--- config.mk ---
export PLATFORM = sky130hd
export DESIGN_NAME = fbmpc_top
export DESIGN_NICKNAME = d
export VERILOG_FILES = /design/src/rtl/fbmpc_pkg.sv /design/src/rtl/fbmpc_cnt.sv /design/src/rtl/fbmpc_top.sv
export SDC_FILE = /design/constraint.sdc
export NUM_CORES = 1
export LEC_CHECK = 0
export BUFFER_PORTS_ARGS = -buffer_cell sky130_fd_sc_hd__clkbuf_2
export CORE_MARGIN = 1.5
export CORE_UTILIZATION = 53
export CTS_BUF_LIST = sky130_fd_sc_hd__clkbuf_8 sky130_fd_sc_hd__clkbuf_16
export DETAILED_ROUTE_END_ITERATION = 8
export GPL_ROUTABILITY_DRIVEN = 0
export PLACE_DENSITY = 0.94
export SYNTH_ARGS = -nofsm -noshare
export SYNTH_HDL_FRONTEND = slang
export SYNTH_HIERARCHICAL = 1
export SYNTH_SLANG_ARGS = --single-unit
export TNS_END_PERCENT = 20
--- constraint.sdc ---
create_clock -name ref_clk -period 8.4 [get_ports ref_clk]
set_input_delay 0.42 -clock ref_clk [delete_from_list [all_inputs] [get_ports ref_clk]]
set_output_delay 0.42 -clock ref_clk [all_outputs]
set_load 0.01 [all_outputs]
--- src/rtl/fbmpc_pkg.sv ---
package fbmpc_pkg;
   localparam int unsigned CLK_HZ = 40_000_000;
   localparam int unsigned RESET_MIN_NS = 100;
   localparam int unsigned RESET_ABORT_MAX_US = 25;
   localparam int unsigned SLEEP_EXIT_US = 75;
   // Least times round up, longest times round down, never below one cycle.
   localparam int unsigned RESET_MIN_CYC = (RESET_MIN_NS * (CLK_HZ / 1_000_000) + 999) / 1000;
   localparam int unsigned RESET_ABORT_CYC = RESET_ABORT_MAX_US * (CLK_HZ / 1_000_000);
   localparam int unsigned SLEEP_EXIT_CYC = SLEEP_EXIT_US * (CLK_HZ / 1_000_000);
   localparam int unsigned CNT_W = 16;
   localparam logic [15:0] STATUS_READY = 16'h0080;
   localparam int unsigned CFG_SLEEP_POL = 14;
   localparam int unsigned CFG_SLEEP_EN = 15;
   localparam logic [15:0] CFG_RESET = 16'h0000;

   typedef enum logic [2:0]
   {
      FBMPC_ST_RESET,
      FBMPC_ST_STANDBY,
      FBMPC_ST_READ,
      FBMPC_ST_WRITE,
      FBMPC_ST_OUT_DIS,
      FBMPC_ST_SLEEP,
      FBMPC_ST_WAKE
   } fbmpc_state_t;

   // Control pins of the flash bus; all active low except sleep_request, whose polarity is set by the configuration register.
   typedef struct packed
   {
      logic ce_n;
      logic oe_n;
      logic we_n;
      logic rst_pin_n;
      logic sleep_request;
   } fbmpc_ctrl_t;

   // Command write strobe handed to the command interpreter.
   typedef struct packed
   {
      logic valid;
      logic [15:0] data;
   } fbmpc_cmd_t;
endpackage

--- src/rtl/fbmpc_cnt.sv ---
`timescale 1ns/1ps
// Load-and-count-down timer shared by reset and wake sequencing.
module fbmpc_cnt #(
   parameter int unsigned W = 16
)
(
   input wire logic ref_clk,
   input wire logic rst_n,
   input wire logic load,
   input wire logic [W-1:0] load_value,
   output logic done
);
   logic [W-1:0] cnt;
   logic [W-1:0] next_cnt;

   // Reload wins over counting so a fresh interval always starts full.
   always_comb
   begin
      next_cnt = cnt;
      if (load)
         next_cnt = load_value;
      else if (cnt != '0)
         next_cnt = cnt - W'(1);
   end

   always_ff @(posedge ref_clk or negedge rst_n)
   begin
      if (!rst_n)
         cnt <= '0;
      else
         cnt <= next_cnt;
   end

   assign done = (cnt == '0) && !load;
endmodule

--- src/rtl/fbmpc_top.sv ---
`timescale 1ns/1ps
// Bus-operation decode, reset sequencing and deep power-down sequencing.
module fbmpc_top #(
   parameter int unsigned RESET_ABORT_CYC = fbmpc_pkg::RESET_ABORT_CYC,
   parameter int unsigned SLEEP_EXIT_CYC = fbmpc_pkg::SLEEP_EXIT_CYC
)
(
   input wire logic ref_clk,
   input wire logic rst_n,
   input wire fbmpc_pkg::fbmpc_ctrl_t ctrl,
   input wire logic [15:0] dq_in,
   input wire logic [15:0] array_rdata,
   input wire logic busy,
   input wire logic [15:0] cfg_in,
   input wire logic cfg_load,
   input wire logic [15:0] status_in,
   output logic dq_oe_n,
   output logic [15:0] dq_out,
   output fbmpc_pkg::fbmpc_cmd_t cmd,
   output logic abort,
   output logic [15:0] status,
   output logic [15:0] extended_config_register,
   output logic in_sleep,
   output logic ready,
   output fbmpc_pkg::fbmpc_state_t state
);
   fbmpc_pkg::fbmpc_state_t next_state;
   logic next_dq_oe_n;
   logic [15:0] next_dq_out;
   fbmpc_pkg::fbmpc_cmd_t next_cmd;
   logic next_abort;
   logic [15:0] next_status;
   logic [15:0] next_cfg;
   logic next_ready;
   logic we_d;
   logic tmr_load;
   logic [fbmpc_pkg::CNT_W-1:0] tmr_value;
   logic tmr_done;
   logic sleep_asserted;
   logic sleep_enter;

   // Polarity bit zero means a low pin level requests sleep.
   function automatic logic sleep_level(input logic pin, input logic pol);
      sleep_level = pol ? pin : !pin;
   endfunction

   assign sleep_asserted = sleep_level(ctrl.sleep_request, extended_config_register[fbmpc_pkg::CFG_SLEEP_POL]);
   assign sleep_enter = sleep_asserted && extended_config_register[fbmpc_pkg::CFG_SLEEP_EN];

   fbmpc_cnt #(.W(fbmpc_pkg::CNT_W)) u_tmr (
      .ref_clk(ref_clk),
      .rst_n(rst_n),
      .load(tmr_load),
      .load_value(tmr_value),
      .done(tmr_done)
   );

   // Operation decode; reset pin dominates everything, then sleep, then the bus.
   always_comb
   begin
      next_state = state;
      tmr_load = 1'b0;
      tmr_value = '0;
      case (state)
         fbmpc_pkg::FBMPC_ST_RESET:
         begin
            // The timer runs from the assertion edge, so a long pulse never stretches the abort limit.
            if (ctrl.rst_pin_n && tmr_done)
               next_state = fbmpc_pkg::FBMPC_ST_STANDBY;
         end
         fbmpc_pkg::FBMPC_ST_SLEEP:
         begin
            if (!sleep_asserted)
            begin
               tmr_load = 1'b1;
               tmr_value = fbmpc_pkg::CNT_W'(SLEEP_EXIT_CYC);
               next_state = fbmpc_pkg::FBMPC_ST_WAKE;
            end
         end
         fbmpc_pkg::FBMPC_ST_WAKE:
         begin
            if (sleep_enter)
               next_state = fbmpc_pkg::FBMPC_ST_SLEEP;
            else if (tmr_done)
               next_state = fbmpc_pkg::FBMPC_ST_STANDBY;
         end
         fbmpc_pkg::FBMPC_ST_STANDBY, fbmpc_pkg::FBMPC_ST_READ, fbmpc_pkg::FBMPC_ST_WRITE,
         fbmpc_pkg::FBMPC_ST_OUT_DIS:
         begin
            if (sleep_enter)
               next_state = fbmpc_pkg::FBMPC_ST_SLEEP;
            else if (ctrl.ce_n)
               next_state = fbmpc_pkg::FBMPC_ST_STANDBY;
            else if (!ctrl.oe_n && ctrl.we_n)
               next_state = fbmpc_pkg::FBMPC_ST_READ;
            else if (ctrl.oe_n && !ctrl.we_n)
               next_state = fbmpc_pkg::FBMPC_ST_WRITE;
            else
               next_state = fbmpc_pkg::FBMPC_ST_OUT_DIS;
         end
         default:
            next_state = fbmpc_pkg::FBMPC_ST_STANDBY;
      endcase
      // Reset pin overrides every other state; the timer is loaded once, on entry.
      if (!ctrl.rst_pin_n)
      begin
         if (state != fbmpc_pkg::FBMPC_ST_RESET)
         begin
            // A running program or erase needs the long abort; otherwise the short pulse suffices.
            tmr_load = 1'b1;
            if (busy)
               tmr_value = fbmpc_pkg::CNT_W'(RESET_ABORT_CYC);
            else
               tmr_value = fbmpc_pkg::CNT_W'(fbmpc_pkg::RESET_MIN_CYC);
         end
         next_state = fbmpc_pkg::FBMPC_ST_RESET;
      end
   end

   // Data bus, command strobe and status; bus enable, data and ready follow the decoded next state, the command strobe the current state.
   always_comb
   begin
      next_dq_oe_n = 1'b1;
      next_dq_out = dq_out;
      next_cmd = '0;
      next_abort = 1'b0;
      next_status = status_in;
      next_cfg = extended_config_register;
      next_ready = (next_state != fbmpc_pkg::FBMPC_ST_RESET) && (next_state != fbmpc_pkg::FBMPC_ST_SLEEP)
                   && (next_state != fbmpc_pkg::FBMPC_ST_WAKE);
      if (next_state == fbmpc_pkg::FBMPC_ST_READ)
      begin
         next_dq_oe_n = 1'b0;
         next_dq_out = array_rdata;
      end
      // Commands are taken on the rising edge of write enable, never in reset.
      if (state == fbmpc_pkg::FBMPC_ST_WRITE && ctrl.we_n && !we_d && ctrl.rst_pin_n)
      begin
         next_cmd.valid = 1'b1;
         next_cmd.data = dq_in;
      end
      if (cfg_load && state != fbmpc_pkg::FBMPC_ST_RESET && state != fbmpc_pkg::FBMPC_ST_SLEEP)
         next_cfg = cfg_in;
      if (!ctrl.rst_pin_n && state != fbmpc_pkg::FBMPC_ST_RESET && busy)
         next_abort = 1'b1;
      // Configuration survives sleep; status is forced back to ready.
      if (next_state == fbmpc_pkg::FBMPC_ST_SLEEP || state == fbmpc_pkg::FBMPC_ST_SLEEP)
         next_status = fbmpc_pkg::STATUS_READY;
   end

   always_ff @(posedge ref_clk or negedge rst_n)
   begin
      if (!rst_n)
      begin
         state <= fbmpc_pkg::FBMPC_ST_RESET;
         dq_oe_n <= 1'b1;
         dq_out <= 16'h0000;
         cmd <= '0;
         abort <= 1'b0;
         status <= fbmpc_pkg::STATUS_READY;
         extended_config_register <= fbmpc_pkg::CFG_RESET;
         in_sleep <= 1'b0;
         ready <= 1'b0;
         we_d <= 1'b1;
      end
      else
      begin
         state <= next_state;
         dq_oe_n <= next_dq_oe_n;
         dq_out <= next_dq_out;
         cmd <= next_cmd;
         abort <= next_abort;
         status <= next_status;
         extended_config_register <= next_cfg;
         in_sleep <= (next_state == fbmpc_pkg::FBMPC_ST_SLEEP);
         ready <= next_ready;
         we_d <= ctrl.we_n;
      end
   end

   property p_float_unless_read;
      @(posedge ref_clk) disable iff (!rst_n)
      (state != fbmpc_pkg::FBMPC_ST_READ) |-> dq_oe_n;
   endproperty
   a_float_unless_read: assert property (p_float_unless_read) else $error("Data bus driven outside read.");

   property p_read_drives;
      @(posedge ref_clk) disable iff (!rst_n)
      (ctrl.rst_pin_n && !ctrl.ce_n && !ctrl.oe_n && ctrl.we_n && !sleep_enter
       && state inside {fbmpc_pkg::FBMPC_ST_STANDBY, fbmpc_pkg::FBMPC_ST_OUT_DIS})
      |=> (!dq_oe_n && dq_out == $past(array_rdata));
   endproperty
   a_read_drives: assert property (p_read_drives) else $error("Read did not drive data.");

   property p_write_state;
      @(posedge ref_clk) disable iff (!rst_n)
      (ctrl.rst_pin_n && !ctrl.ce_n && ctrl.oe_n && !ctrl.we_n && !sleep_enter && ready)
      |=> (state == fbmpc_pkg::FBMPC_ST_WRITE && dq_oe_n);
   endproperty
   a_write_state: assert property (p_write_state) else $error("Write not decoded.");

   property p_reset_ignores;
      @(posedge ref_clk) disable iff (!rst_n)
      !ctrl.rst_pin_n |=> (state == fbmpc_pkg::FBMPC_ST_RESET && !cmd.valid && dq_oe_n);
   endproperty
   a_reset_ignores: assert property (p_reset_ignores) else $error("Bus active during reset.");

   property p_cmd_only_from_write;
      @(posedge ref_clk) disable iff (!rst_n)
      cmd.valid |-> ($past(state, 2) == fbmpc_pkg::FBMPC_ST_WRITE || $past(state) == fbmpc_pkg::FBMPC_ST_WRITE);
   endproperty
   a_cmd_only_from_write: assert property (p_cmd_only_from_write) else $error("Command without write.");

   property p_select_needed;
      @(posedge ref_clk) disable iff (!rst_n)
      (ctrl.ce_n && ready) |=> state inside {fbmpc_pkg::FBMPC_ST_STANDBY, fbmpc_pkg::FBMPC_ST_SLEEP,
                                             fbmpc_pkg::FBMPC_ST_RESET};
   endproperty
   a_select_needed: assert property (p_select_needed) else $error("Cycle without chip select.");

   property p_sleep_entry;
      @(posedge ref_clk) disable iff (!rst_n)
      (sleep_enter && ctrl.rst_pin_n && state != fbmpc_pkg::FBMPC_ST_RESET)
      |=> (in_sleep && status == fbmpc_pkg::STATUS_READY);
   endproperty
   a_sleep_entry: assert property (p_sleep_entry) else $error("Sleep entry wrong.");

   property p_no_sleep_without_enable;
      @(posedge ref_clk) disable iff (!rst_n)
      !extended_config_register[fbmpc_pkg::CFG_SLEEP_EN] && state != fbmpc_pkg::FBMPC_ST_SLEEP |=> !in_sleep;
   endproperty
   a_no_sleep_without_enable: assert property (p_no_sleep_without_enable) else $error("Sleep while disabled.");

   property p_wake_not_early;
      @(posedge ref_clk) disable iff (!rst_n)
      (state == fbmpc_pkg::FBMPC_ST_SLEEP && !sleep_asserted && ctrl.rst_pin_n) |=> !ready [*3];
   endproperty
   a_wake_not_early: assert property (p_wake_not_early) else $error("Wake too early.");

   property p_reset_short;
      @(posedge ref_clk) disable iff (!rst_n)
      ($fell(ctrl.rst_pin_n) && !busy && state != fbmpc_pkg::FBMPC_ST_RESET) ##4 ctrl.rst_pin_n [*2]
      |-> ##[0:1] ready;
   endproperty
   a_reset_short: assert property (p_reset_short) else $error("Short reset overran.");

   property p_abort_pulse;
      @(posedge ref_clk) disable iff (!rst_n)
      ($fell(ctrl.rst_pin_n) && busy && state != fbmpc_pkg::FBMPC_ST_RESET) |=> abort ##1 !abort;
   endproperty
   a_abort_pulse: assert property (p_abort_pulse) else $error("Abort pulse missing.");

   c_read: cover property (@(posedge ref_clk) disable iff (!rst_n) state == fbmpc_pkg::FBMPC_ST_READ);
   c_cmd: cover property (@(posedge ref_clk) disable iff (!rst_n) cmd.valid);
   c_sleep_wake: cover property (@(posedge ref_clk) disable iff (!rst_n)
      state == fbmpc_pkg::FBMPC_ST_WAKE ##1 state == fbmpc_pkg::FBMPC_ST_STANDBY);
   c_abort: cover property (@(posedge ref_clk) disable iff (!rst_n) abort);
endmodule

==> flow_summary.yaml <==
cells_and_area:
  utilization: 0.710
  antenna_cells: 0
  finalNetCount: 537
  layout-drive-gt1-share: 0.460
  area_growth_pct: 28.1
logic_synthesis:
  synth_xor_area_frac: 0.0207
  synth_area_um2: 3800
  synth_edf_count: 0
  ys_async_sr_fraction: 1.00
  synth_area_leader_cell: "dfrtp_1"
  ys_warn_count: 6
  synth_area_per_cell_um2: 12.4
  netlist-cell-type-count: 58
  ys_seq_elements: 89
  synth-compound-area-share: 0.0750
  yosys_most_used_dff: "dfrtp_1"
  synth_fa_ha_area_frac: 0.00658
  synthTopCellsByArea: "dfrtp_1, mux2_2, and2_1, mux2_4, dfstp_2"
  synthMuxAreaShare: 0.111
  synthDominantCellAreaShare: 0.566
  synth-seq-area-share: 0.586
  synth_top_family_by_area: "simple AND/OR/NAND/NOR gates"
  synth_simple_gate_area_share: 0.171
  synth_cells: 308
route:
  drc_errors: 0
  post_drt_wl_per_cell_um: 15.6
  drtPass1Iterations: 7
  routed_via_density: 5.17
  wl_um: 8800
  ant_nets: 0
  vias: 2909
  drt-initial-drc-count: 223
grt:
  use_met2: 0.393
  grt_use_met3: 0.0980
  grt_pass1_vias: 3090
  grt_use_total: 0.244
  grtUsageMet1: 0.293
  grt_busiest_layer: "met2"
  gr-total-overflow: 0
  grt_antenna_before_repair: 0
  grt_max_degree: 90
  grt_first_pass_wirelength_um: 14300
timing:
  setup_viol: 0
  slew_headroom: 0.279
  rsz0062_at_grt: "no"
  maxSlewViolCount: 0
  fin_crit_ps: 3990
  post-route-period-util: 0.475
  worstMarginPinSlew_ps: 1080
  hold_viol_final: 0
  fin_tns_setup_ps: 0
  fmax_ghz: 0.251
  fin_skew_ps: 11.8
critical_path:
  r2r_cells: 12
  crit_fanout: 24
  worstSetupStartpointType: "flop"
  r2r_slack_ps: 4410
  critPathArrivalTime_ps: 4240
  r2r-end: "status[9]$_DFF_PN0_"
  r2r_start: "extended_config_register[14]$_DFFE_PN0P_"
  cp.required_ps: 8650
  cp-endpoint: "status[9]$_DFF_PN0_"
  worstSetupPathType: "flop to flop"
  end_kind: "flop"
  critPathLaunch: "extended_config_register[14]$_DFFE_PN0P_"
floorplan:
  core_area_um2: 6870
  die_h_um: 87.7
  die_w_um: 87.7
  dieArea_um2: 7700
  start_util: 0.554
  ios: 145
  std_cell_rows: 30
clocking:
  cts.reportedPaths.clkPinSlew_ps: 100
  cts.path.max_buffers: 2
  cts_max_level: 3
  root_buffer: "clkbuf_8"
  hold_buffers: 0
  cts_resized: 0
  cts_made_buffers: 9
  clk_latency_ps: 360
  clock_sink_count: 89
  tritoncts: "yes"
  cts_post_setup_buffers_inserted: 0
outcome:
  status: "completed"
power:
  powerDensity_nw_per_um2: 223
  ir_drop_uv: 139
  p_leak_uw: 0.00252
  p_total_uw: 1090
worst_hold_path:
  min_path_type: "input port to flop"
run:
  drv_cap: 0
placement:
  dp_hpwl_um: 6460
  io_buffer_count: 144
==> worst max-delay path, stage by stage (launching register included) <==
cell and delay [ps]:
dfrtp_1 410, xnor2_1 440, nor3_1 160, o21ai_0 180
o21ai_1 90, buf_4 210, or4_4 580, clkinv_4 110
nand2b_1 110, a21oi_1 80, o311ai_2 540, a41oi_1 560
and2_1 380
==> cell families (layout without fill, tap and decap cells) <==
kind of cell             count (synthesis)  in the layout
buffers and inverters                   22            175
XOR/XNOR                                 9              9
AO/OA/AOI/OAI                           39             39
AND/OR/NAND/NOR                        111            111
other                                    1              7
adder cells (fa/ha/maj)                  2              2
flip-flops                              89             89
multiplexers                            35             35
==> synth_stat cells (2+ instances only) <==
| cell | count |
|---|---|
| a211oi_1 | 3 |
| a21oi_1 | 10 |
| and2_1 | 33 |
| buf_6 | 2 |
| clkbuf_1 | 7 |
| dfrtp_1 | 86 |
| dfstp_2 | 3 |
| ha_1 | 2 |
| inv_1 | 10 |
| mux2_2 | 23 |
| mux2_4 | 9 |
| mux2i_1 | 3 |
| nand2_1 | 18 |
| nand2b_1 | 3 |
| nand3_1 | 2 |
| nand4_1 | 2 |
| nand4b_1 | 2 |
| nor2_1 | 20 |
| nor3_1 | 6 |
| nor3b_1 | 7 |
| nor4_1 | 3 |
| o21ai_0 | 8 |
| or2_2 | 2 |
| or3_1 | 2 |
| or4_4 | 2 |
| xnor2_1 | 7 |
| xor2_1 | 2 |
==> registers in the layout, summed over array words and instances (netlist names) <==
register,flops
cmd,17
status,16
extended_config_register,16
we_d,1
in_sleep,1
ready,1
u_tmr/cnt,16
abort,1
dq_out,16
dq_oe_n,1
state,3
==> final cells by class <==
cell class              instances  area (um2)
inverters                      11        46.3
repair buffers                148         753
multi-input cells             203        1490
clock inverters                 7         113
flip-flops and latches         89        2230
clock buffers                   9         124
well taps                      96         120
fillers                       460        1990
==> routing by layer <==
layer,vias to the layer above,part of all wire
li1,1365,-
met1,1387,0.40
met2,132,0.49
met3,25,0.091
met4,0,0.022
met5,-,0
==> report_power, final <==
group	leakage [uW]	switching (uW)	internal, uW
Combinational	0.00124	103	107
Clock	0.000115	165	174
Sequential	0.00116	50.7	487
==> worst min-delay path by stage <==
stage | to | slack (ps) | from | cells after the start
2_1_floorplan | abort$_DFF_PN0_ | 120 | rst_n | 0
3_3_place_gp | extended_config_register[7]$_DFFE_PN0P_ | 490 | extended_config_register[7]$_DFFE_PN0P_ | 1
3_5_place_dp | extended_config_register[7]$_DFFE_PN0P_ | 490 | extended_config_register[7]$_DFFE_PN0P_ | 1
4_1_cts | we_d$_DFF_PN1_ | 160 | ctrl[2] | 1
5_1_grt | we_d$_DFF_PN1_ | 160 | ctrl[2] | 1
6_report | we_d$_DFF_PN1_ | 170 | ctrl[2] | 1
==> placed cells by master (no fill, tap or decap), types with 5 or more instances in the layout <==
cell type  count
o21ai_0        7
a21oi_1       10
nor2_1        20
nor3b_1        7
mux2_4         9
conb_1         7
nand2_1       18
buf_4          5
mux2_2        23
xnor2_1        7
inv_1         10
and2_1        33
nor3_1         6
dfrtp_1       86
clkbuf_2     143
clkbuf_8       9
==> per-stage QoR <==
step / std cells / cell area (um2) / hold WS, ps / setup slack (ps)
after floorplan: 314 / 3830 / 124 / 5150
after global placement: 547 / 4640 / 485 / 4640
after detailed placement: 547 / 4640 / 494 / 4360
after CTS: 563 / 4880 / 156 / 4410
after global routing: 563 / 4880 / 159 / 4020
final: 563 / 4880 / 166 / 4410
Note: power is estimated with default switching activity, not from simulation.
